File: src/bds_pkg.sv
// Constants and types shared by the background debug serial controller.
// Assumes a single core clock; the serial link clock is sampled, not used as a clock.
//
// How it works
// - Breakpoint pin low at reset release enables debug until next reset.
// - When enabled, breakpoints, background opcode and double fault enter debug.
// - When disabled: breakpoint pin exception vector 0C, halt on double fault, illegal trap.
// - The software breakpoint opcode never enters debug.
// - Opcode 4AFA is the background entry instruction.
// - No breakpoint acknowledge cycle runs on debug entry.
// - Breakpoint pin is sampled at the data strobe trailing edge.
// - Entry suspends execution, raises freeze first, then enables serial hardware.
// - Entry writes the entry source code into the temporary register.
// - Double fault at initial fetch loads odd value into instruction pointer.
// - Commands are 16-bit words; results shift out during the next word.
// - Fault address tracks each bus cycle in run state and holds the faulting address.
// - Fetching resumes at return PC; odd value gives address error.
// - Instruction pointer holds first word of the last executed instruction.
// - Resume or call command leaves debug, flushes, prefetches from return PC.
// - Freeze drops before the first prefetch; serial pins return to normal.
// - In debug, breakpoint pin is serial clock, fetch pin in, pipe pin out.
// - Full duplex, MSB first, change after falling edge, latch on rising.
// - Serial words are 17 bits, bit 16 status or control.
// - Responses encode valid data, complete, not ready, bus error, illegal; the controller never sends the bus error response.

package bds_pkg;

	// -------------------------------------------------------------------
	// Serial word layout
	// -------------------------------------------------------------------
	localparam int          BDS_WORD_BITS = 17;
	localparam int          BDS_STAT_BIT  = 16;
	localparam logic [4:0]  BDS_CNT_INIT  = 5'h11;
	localparam logic [4:0]  BDS_CNT_LAST  = 5'h01;

	// Response codes, status bit and data
	localparam logic [16:0] BDS_RSP_DONE     = 17'h0FFFF;
	localparam logic [16:0] BDS_RSP_NOTREADY = 17'h10000;
	localparam logic [16:0] BDS_RSP_BUSERR   = 17'h10001;
	localparam logic [16:0] BDS_RSP_ILLEGAL  = 17'h1FFFF;

	// -------------------------------------------------------------------
	// Opcodes and entry codes
	// -------------------------------------------------------------------
	localparam logic [15:0] BDS_OPC_BACKGROUND_ENTRY_OPCODE     = 16'h4AFA;
	localparam logic [15:0] BDS_OPC_SWBK     = 16'h4848;
	localparam logic [15:0] BDS_OPC_SWBK_MSK = 16'hFFF8;
	localparam logic [7:0]  BDS_VEC_BREAKPOINT_REQUEST_PIN     = 8'h0C;
	localparam logic [15:0] BDS_SRC_DBF_LO   = 16'hFFFF;
	localparam logic [31:0] BDS_SRC_BACKGROUND_ENTRY_OPCODE     = 32'h00000001;
	localparam logic [31:0] BDS_SRC_HWBK     = 32'h00000000;
	localparam logic [31:0] BDS_PCC_DBF      = 32'h0FFFFFFF;
	localparam logic [31:0] BDS_ZERO32       = 32'h00000000;

	// -------------------------------------------------------------------
	// Command word: operation field and register select
	// -------------------------------------------------------------------
	localparam int          BDS_OP_HI  = 15;
	localparam int          BDS_OP_LO  = 10;
	localparam logic [5:0]  BDS_OP_NOP = 6'h00;
	localparam logic [5:0]  BDS_OP_RSR = 6'h09;
	localparam logic [5:0]  BDS_OP_WSR = 6'h0A;
	localparam logic [5:0]  BDS_OP_GO  = 6'h03;
	localparam logic [5:0]  BDS_OP_CAL = 6'h02;
	localparam logic [1:0]  BDS_SEL_TMP = 2'h0;
	localparam logic [1:0]  BDS_SEL_FAR = 2'h1;
	localparam logic [1:0]  BDS_SEL_RPC = 2'h2;
	localparam logic [1:0]  BDS_SEL_PCC = 2'h3;

	typedef enum logic [1:0] {BDS_RUN, BDS_DEBUG, BDS_LEAVE, BDS_HALT} bds_state_t;
	typedef enum logic [1:0] {BDS_C_OP, BDS_C_EXT_HI, BDS_C_EXT_LO, BDS_C_RD_LO} bds_cmd_t;

endpackage

File: src/bds_ctrl.sv
// Background debug controller: debug enable, entry, context registers, serial link.
// Assumes the core supplies decode, bus and pipeline events on core_clk; the
// serial clock and data pins arrive from outside and are synchronised here.

`timescale 1ns/1ps
`default_nettype none

module bds_ctrl
	import bds_pkg::*;
(
	input  wire logic        core_clk,
	input  wire logic        nrst,
	input  wire logic        breakpoint_request_pin,
	input  wire logic        fetch_indication_pin,
	input  wire logic        data_strobe_trail,
	input  wire logic        periph_breakpoint_request_pin,
	input  wire logic        instr_valid,
	input  wire logic [15:0] instr_opcode,
	input  wire logic [31:0] instr_addr,
	input  wire logic        double_bus_fault,
	input  wire logic        initial_fetch,
	input  wire logic [15:0] special_status_word,
	input  wire logic        bus_cycle_end,
	input  wire logic [31:0] bus_addr,
	input  wire logic        pipe_status_in,
	output logic             freeze,
	output logic             pipeline_status_pin,
	output logic             debug_enabled,
	output logic             breakpoint_request_pin_exception,
	output logic [7:0]       exc_vector,
	output logic             illegal_trap,
	output logic             halted,
	output logic             flush_pipe,
	output logic             prefetch_start,
	output logic [31:0]      prefetch_addr,
	output logic             address_error
);

	// -------------------------------------------------------------------
	// State
	// -------------------------------------------------------------------
	typedef struct packed {
		bds_state_t  st;
		bds_cmd_t    cmd;
		logic        dbg_en;
		logic        rst_seen;
		logic [1:0]  sel;
		logic [31:0] debug_entry_source_temp;
		logic [31:0] far_r;
		logic [31:0] return_program_counter;
		logic [31:0] current_instruction_pointer;
		logic [16:0] rx;
		logic [16:0] tx;
		logic [4:0]  cnt;
		logic        clk_prev;
		logic        word_rdy;
		logic [15:0] word;
		logic        pipe_out;
		logic        freeze;
		logic        flush;
		logic        prefetch;
		logic        addr_err;
		logic        breakpoint_request_pin_exc;
		logic [7:0]  vec;
		logic        illegal;
		logic        halt;
	} bds_regs_t;

	bds_regs_t q;
	bds_regs_t nxt_q;

	logic sclk_s1_ff;
	logic sclk_s2_ff;
	logic sdi_s1_ff;
	logic sdi_s2_ff;

	// -------------------------------------------------------------------
	// Pin synchronisers
	// -------------------------------------------------------------------
	// No reset here so the chain still tracks the pin while reset is held
	always_ff @(posedge core_clk)
	begin
		sclk_s1_ff <= breakpoint_request_pin;
		sclk_s2_ff <= sclk_s1_ff;
		sdi_s1_ff  <= fetch_indication_pin;
		sdi_s2_ff  <= sdi_s1_ff;
	end

	// Decoded events
	logic sclk_rise;
	logic sclk_fall;
	logic ext_breakpoint_request_pin;
	logic background_entry_opcode_op;
	logic swbk_op;
	logic [16:0] rx_next;
	logic [5:0]  op;

	always_comb
	begin
		sclk_rise = q.freeze & sclk_s2_ff & ~q.clk_prev;
		sclk_fall = q.freeze & ~sclk_s2_ff & q.clk_prev;
		ext_breakpoint_request_pin  = data_strobe_trail & ~sclk_s2_ff;
		background_entry_opcode_op   = instr_valid & (instr_opcode == BDS_OPC_BACKGROUND_ENTRY_OPCODE);
		swbk_op   = instr_valid & ((instr_opcode & BDS_OPC_SWBK_MSK) == BDS_OPC_SWBK);
		rx_next   = {q.rx[15:0], sdi_s2_ff};
		op        = q.word[BDS_OP_HI:BDS_OP_LO];
	end

	// Register read mux for the serial read command
	function automatic logic [31:0] sel_reg(input bds_regs_t r, input logic [1:0] s);
		logic [31:0] v;
		v = r.debug_entry_source_temp;
		case (s)
			BDS_SEL_FAR: v = r.far_r;
			BDS_SEL_RPC: v = r.return_program_counter;
			BDS_SEL_PCC: v = r.current_instruction_pointer;
			default:     v = r.debug_entry_source_temp;
		endcase
		return v;
	endfunction

	// -------------------------------------------------------------------
	// Next-state logic
	// -------------------------------------------------------------------
	always_comb
	begin
		logic [31:0] rv;
		rv = sel_reg(q, q.sel);
		nxt_q = q;
		nxt_q.clk_prev = sclk_s2_ff;
		nxt_q.flush    = 1'b0;
		nxt_q.prefetch = 1'b0;
		nxt_q.addr_err = 1'b0;
		nxt_q.breakpoint_request_pin_exc = 1'b0;
		nxt_q.illegal  = 1'b0;
		nxt_q.word_rdy = 1'b0;

		// Latch debug enable once, at the first edge after reset release
		if (!q.rst_seen)
		begin
			nxt_q.rst_seen = 1'b1;
			nxt_q.dbg_en   = ~sclk_s2_ff;
		end

		// Fault address follows every bus cycle in run state, so it holds the faulting one
		if (bus_cycle_end && q.st == BDS_RUN)
		begin
			nxt_q.far_r = bus_addr;
		end

		case (q.st)
			BDS_RUN:
			begin
				nxt_q.pipe_out = pipe_status_in;
				if (instr_valid)
				begin
					nxt_q.current_instruction_pointer = {instr_addr[31:1], 1'b0};
				end
				if (q.dbg_en && (double_bus_fault || ext_breakpoint_request_pin || periph_breakpoint_request_pin || background_entry_opcode_op))
				begin
					// Entry: freeze first, no acknowledge cycle, source recorded
					nxt_q.st     = BDS_DEBUG;
					nxt_q.freeze = 1'b1;
					nxt_q.cnt    = BDS_CNT_INIT;
					nxt_q.cmd    = BDS_C_OP;
					nxt_q.tx     = BDS_RSP_NOTREADY;
					nxt_q.pipe_out = BDS_RSP_NOTREADY[BDS_STAT_BIT];
					if (double_bus_fault)
					begin
						nxt_q.debug_entry_source_temp = {special_status_word, BDS_SRC_DBF_LO};
						nxt_q.current_instruction_pointer   = initial_fetch ? BDS_PCC_DBF : q.current_instruction_pointer;
					end
					else if (ext_breakpoint_request_pin || periph_breakpoint_request_pin)
					begin
						nxt_q.debug_entry_source_temp = BDS_SRC_HWBK;
					end
					else
					begin
						nxt_q.debug_entry_source_temp = BDS_SRC_BACKGROUND_ENTRY_OPCODE;
					end
				end
				else if (!q.dbg_en && double_bus_fault)
				begin
					nxt_q.st   = BDS_HALT;
					nxt_q.halt = 1'b1;
				end
				else if (!q.dbg_en && ext_breakpoint_request_pin)
				begin
					nxt_q.breakpoint_request_pin_exc = 1'b1;
					nxt_q.vec      = BDS_VEC_BREAKPOINT_REQUEST_PIN;
				end
				else if (background_entry_opcode_op || swbk_op)
				begin
					nxt_q.illegal = 1'b1;
				end
			end

			BDS_DEBUG:
			begin
				// Shift in on rising edges; count down the 17 bits
				if (sclk_rise)
				begin
					if (q.cnt == BDS_CNT_LAST)
					begin
						nxt_q.cnt      = BDS_CNT_INIT;
						nxt_q.word     = rx_next[15:0];
						nxt_q.word_rdy = 1'b1;
						nxt_q.tx       = BDS_RSP_NOTREADY;
						nxt_q.pipe_out = BDS_RSP_NOTREADY[BDS_STAT_BIT];
						nxt_q.rx       = rx_next;
					end
					else
					begin
						nxt_q.cnt = q.cnt - BDS_CNT_LAST;
						nxt_q.rx  = rx_next;
					end
				end
				else if (sclk_fall)
				begin
					// Next output bit after the falling edge, MSB first
					nxt_q.pipe_out = q.tx[BDS_STAT_BIT];
					nxt_q.tx       = {q.tx[15:0], 1'b0};
				end

				// Act on each assembled word; result replaces not-ready
				if (q.word_rdy)
				begin
					nxt_q.tx = BDS_RSP_DONE;
					case (q.cmd)
						BDS_C_OP:
						begin
							nxt_q.sel = q.word[1:0];
							if (op == BDS_OP_RSR)
							begin
								rv = sel_reg(q, q.word[1:0]);
								nxt_q.tx  = {1'b0, rv[31:16]};
								nxt_q.cmd = BDS_C_RD_LO;
							end
							else if (op == BDS_OP_WSR && q.word[1:0] == BDS_SEL_RPC)
							begin
								nxt_q.tx  = BDS_RSP_NOTREADY;
								nxt_q.cmd = BDS_C_EXT_HI;
							end
							else if (op == BDS_OP_GO || op == BDS_OP_CAL)
							begin
								nxt_q.st     = BDS_LEAVE;
								nxt_q.freeze = 1'b0;
								nxt_q.flush  = 1'b1;
							end
							else if (op != BDS_OP_NOP)
							begin
								nxt_q.tx = BDS_RSP_ILLEGAL;
							end
						end
						BDS_C_RD_LO:
						begin
							nxt_q.tx  = {1'b0, rv[15:0]};
							nxt_q.cmd = BDS_C_OP;
						end
						BDS_C_EXT_HI:
						begin
							// Temporary register holds the high half meanwhile
							nxt_q.debug_entry_source_temp = {q.word, q.debug_entry_source_temp[15:0]};
							nxt_q.tx    = BDS_RSP_NOTREADY;
							nxt_q.cmd   = BDS_C_EXT_LO;
						end
						BDS_C_EXT_LO:
						begin
							nxt_q.return_program_counter = {q.debug_entry_source_temp[31:16], q.word};
							nxt_q.cmd = BDS_C_OP;
						end
						default: nxt_q.cmd = BDS_C_OP;
					endcase
					nxt_q.pipe_out = nxt_q.tx[BDS_STAT_BIT];
				end
			end

			BDS_LEAVE:
			begin
				// Freeze already low; prefetch from return PC now
				nxt_q.st       = BDS_RUN;
				nxt_q.prefetch = 1'b1;
				nxt_q.addr_err = q.return_program_counter[0];
				nxt_q.pipe_out = pipe_status_in;
			end

			BDS_HALT:
			begin
				nxt_q.st = BDS_HALT;
			end

			default: nxt_q.st = BDS_RUN;
		endcase
	end

	// -------------------------------------------------------------------
	// State register
	// -------------------------------------------------------------------
	always_ff @(posedge core_clk or negedge nrst)
	begin
		if (!nrst)
		begin
			q          <= '0;
			q.st       <= BDS_RUN;
			q.cmd      <= BDS_C_OP;
			q.cnt      <= BDS_CNT_INIT;
			q.clk_prev <= 1'b1;
		end
		else
		begin
			q <= nxt_q;
		end
	end

	// Outputs straight from the state flops
	assign freeze              = q.freeze;
	assign pipeline_status_pin = q.pipe_out;
	assign debug_enabled       = q.dbg_en;
	assign breakpoint_request_pin_exception      = q.breakpoint_request_pin_exc;
	assign exc_vector          = q.vec;
	assign illegal_trap        = q.illegal;
	assign halted              = q.halt;
	assign flush_pipe          = q.flush;
	assign prefetch_start      = q.prefetch;
	assign prefetch_addr       = q.return_program_counter;
	assign address_error       = q.addr_err;
endmodule

`default_nettype wire

File: config.mk
export PLATFORM = sky130hd
export DESIGN_NAME = bds_ctrl
export DESIGN_NICKNAME = d
export VERILOG_FILES = /design/src/bds_pkg.sv /design/src/bds_ctrl.sv
export SDC_FILE = /design/constraint.sdc
export NUM_CORES = 1
export LEC_CHECK = 0
export BUFFER_PORTS_ARGS = -buffer_cell sky130_fd_sc_hd__buf_2
export CORE_MARGIN = 4
export CORE_UTILIZATION = 40
export DETAILED_ROUTE_END_ITERATION = 7
export GPL_TIMING_DRIVEN = 0
export PLACE_DENSITY = 0.63
export REMOVE_ABC_BUFFERS = 1
export SYNTH_ARGS = -nofsm -noshare
export SYNTH_HDL_FRONTEND = slang
export SYNTH_SLANG_ARGS = --single-unit
File: constraint.sdc
create_clock -name core_clk -period 2.4 [get_ports core_clk]
set_clock_uncertainty 0.1 [all_clocks]
set_input_delay 0.36 -clock core_clk [delete_from_list [all_inputs] [get_ports core_clk]]
set_output_delay 0.36 -clock core_clk [all_outputs]
set_load 0.02 [all_outputs]
==> results.toml <==
[die]
dieArea_sq_mm = 0.0255
core_area_sq_mm = 0.0226
die_h_um = 160
die_w_um = 160
start_util = 0.406
rows = 55
io_pins = 156

[clock_tree]
h-tree-depth = 4
cts_buffer_depth = 2
path_clk_slew_ns = 0.07
cts_buffers = 17
ctsRootBufferMaster = "clkbuf_16"
clk_latency_ns = 0.44
cts.sinks = 190
cts_tree = "built"

[global_route]
antenna_found_initial = 0
grt.overflow.total = 0
grt_pass1_wl_um = 39100
first_global_vias = 6839
grt_start_max_net_pins = 96
track_usage = 0.196

[route]
wl_per_cell_um = 20.4
antenna_left = 0
vias = 6561
drc_errors = 0
drt_iter0_drc = 396
viasPerCell = 5.42
wirelength_um = 24700
drtPass1Iterations = 5

[critical_path]
cpPeakStageDelay_ns = 0.54
crit_chain = "buf_2 > or4b_1 > or4_4 > o31ai_4 > o21ai_4 > buf_12 > mux2_2"
critical_path.max_fanout = 16
r2r_start = "q[208]"
worstRegToRegCells = 8
crit_path_top_delay_cell = "o31ai_4"
arrival_ns = 2.56
crit_type = "input pin to flop"
r2r_end = "prefetch_addr[4]"
crit_required_ns = 2.62
endpoint_kind = "flop"
crit_path_start_kind = "input pin"
rrSetupSlack_ns = 0.10

[hold_path]
holdPathStages = 3
hold_end = "q[80]"
worstHoldPathType = "input pin to flop"
min_from = "instr_addr[7]"

[logic_synthesis]
synth_ff_type = "dfrtp_1"
synth_cells = 801
synth.avg_cell_area_sq_um = 11.5
synth_cell_types = 71
ys_seq_elements = 190
yosysMostFrequentCell = "dfrtp_1"
synth-edff-count = 0
synth.area.top_cells = "dfrtp_1 50%, mux2_2 13%, nand2_1 5.5%, mux4_2 4.2%, buf_4 3.3%"
syn_area_sq_mm = 0.00919
ys_seq_area_frac = 0.516
netlist.area_leader.share = 0.498
synth_common_cells = "183 x dfrtp_1, 135 x nand2_1, 107 x mux2_2"
async_flop_share = 0.979
yosys.area.top_type = "dfrtp_1"
yosysWarnings = 0

[timing]
fin_setup_tns_ns = 0
fin_crit_ns = 2.35
tightest_slew_ns = 0.900
slew_headroom = 0.400
hold_viol = 0
setup_viol = 0
fmax_mhz = 426
period_share = 0.978
drv_slew = 0

[pwr]
p_int_w = 0.00500
total_power_w = 0.00643
seq_power_share = 0.500
peakVddDrop_v = 0.000497
netSwitchingFraction = 0.222
clkPwrFrac = 0.460
pwr-share-comb = 0.040
leakage_nw = 5.50
switchingPower_w = 0.00143
p_per_area_mw_per_mm2 = 591

[place]
portBuffers = 148
gp_congestion = 0.834
dp_hpwl_um = 15900

[final_layout]
nets = 1026
drive_gt1_frac = 0.399
area_delta_synth_final_pct = 18.5
final_core_util = 0.481
antennaDiodeCount = 0

[run_status]
status = "finished, final reports clean"

[flow_run]
maxCapViolCount = 0
[worst max-delay path by stage]
stage               slack (ns)            start  depth (start not counted)           endpoint
finish                    0.05  instr_opcode[8]                          7             q[185]
global route            -0.007           q[208]                          8  prefetch_addr[25]
CTS                       0.01           q[202]                          4              q[47]
detailed placement       -1.33           q[208]                          8   prefetch_addr[5]
global placement         -6.21           q[208]                          7              q[51]
floorplan                -2.70           q[208]                          5   prefetch_addr[0]
[layer usage]
metal	part of all wire	up-vias	GRT usage
met1	0.45	3324	0.272
met2	0.49	182	0.320
li1	-	3030	-
met5	0	-	0
met4	0.016	0	0.0513
met3	0.047	25	0.0352
[layout by cell type (no fill, tap or decap), drive strengths merged, types with 14 or more instances in the layout]
cell type and count:
dfrtp 183, buf 167, nand2 135, mux2 116, o21ai 34, nand3 32
nor2 26, a21oi 23, clkbuf 21, mux2i 18, mux4 17, a22o 16
o221ai 15, inv 14
[critical path: cells and delay by family]
family	cells	cell delay, ns
simple gates	2	0.99
buf+inv	2	0.27
mux	1	0.28
compound gates	2	0.66
[cells by family (layout without fill, tap and decap cells)]
logic type,after synthesis,count (layout),synth area share
and+or+nand+nor,243,243,0.121
other,2,7,0.000817
AOI/OAI and AO/OA,111,112,0.0836
adders and majority gates,7,7,0.00953
xor gates and xnor gates,1,1,0.000953
DFF,190,190,0.516
buffers and inverters,96,214,0.0614
muxes,151,151,0.207
[per-stage QoR]
stage	std cells	setup slack, ns	hold slack, ns	instance area, sq um
floorplan	722	-2.70	-0.0356	8690
global placement	1155	-6.21	0.214	9780
detailed placement	1164	-1.33	0.212	9960
CTS	1205	0.0114	0.0257	10800
global route	1210	-0.00690	0.0246	10900
finish	1210	0.0528	0.0358	10900
[final cells by class]
class                           count  area, sq um
Sequential cell                   190         4740
Tap cell                          285          357
Inverter                           12         52.6
Timing Repair Buffer              170         1020
Multi-Input combinational cell    521         4100
Clock inverter                     11          156
Clock buffer                       21          450
Fill cell                        2060        11800
[timing repair]
item | CTS | global route
cloned | 1 | 0
buffers inserted | 5 | 5
endpoints found under the hold margin | 93 | 0
resized for setup | 26 | 8
hold buffers | 3 | 0
setup endpoints to repair | 144 | 50
pin swaps | 2 | 3
[power by group through the flow]
stage,combinational [W],clock [W],sequential (W)
finish,0.000255,0.00296,0.00322
global route,0.000287,0.00313,0.00322
CTS,0.000258,0.00301,0.00322
detailed placement,0.000247,0,0.00328
global placement,0.000236,0,0.00328
floorplan,0.0000600,0,0.00328
[state kept, by name, indices dropped and copies added, names as in the netlist]
signal / cells
exc_vector: 1
sdi_s2_ff: 1
address_error: 1
pipeline_status_pin: 1
flush_pipe: 1
sclk_s1_ff: 1
freeze: 1
q: 138
op: 6
sdi_s1_ff: 1
illegal_trap: 1
sclk_s2_ff: 1
breakpoint_request_pin_exception: 1
prefetch_addr: 32
halted: 1
prefetch_start: 1
debug_enabled: 1
(Power assumes the default switching activity.)
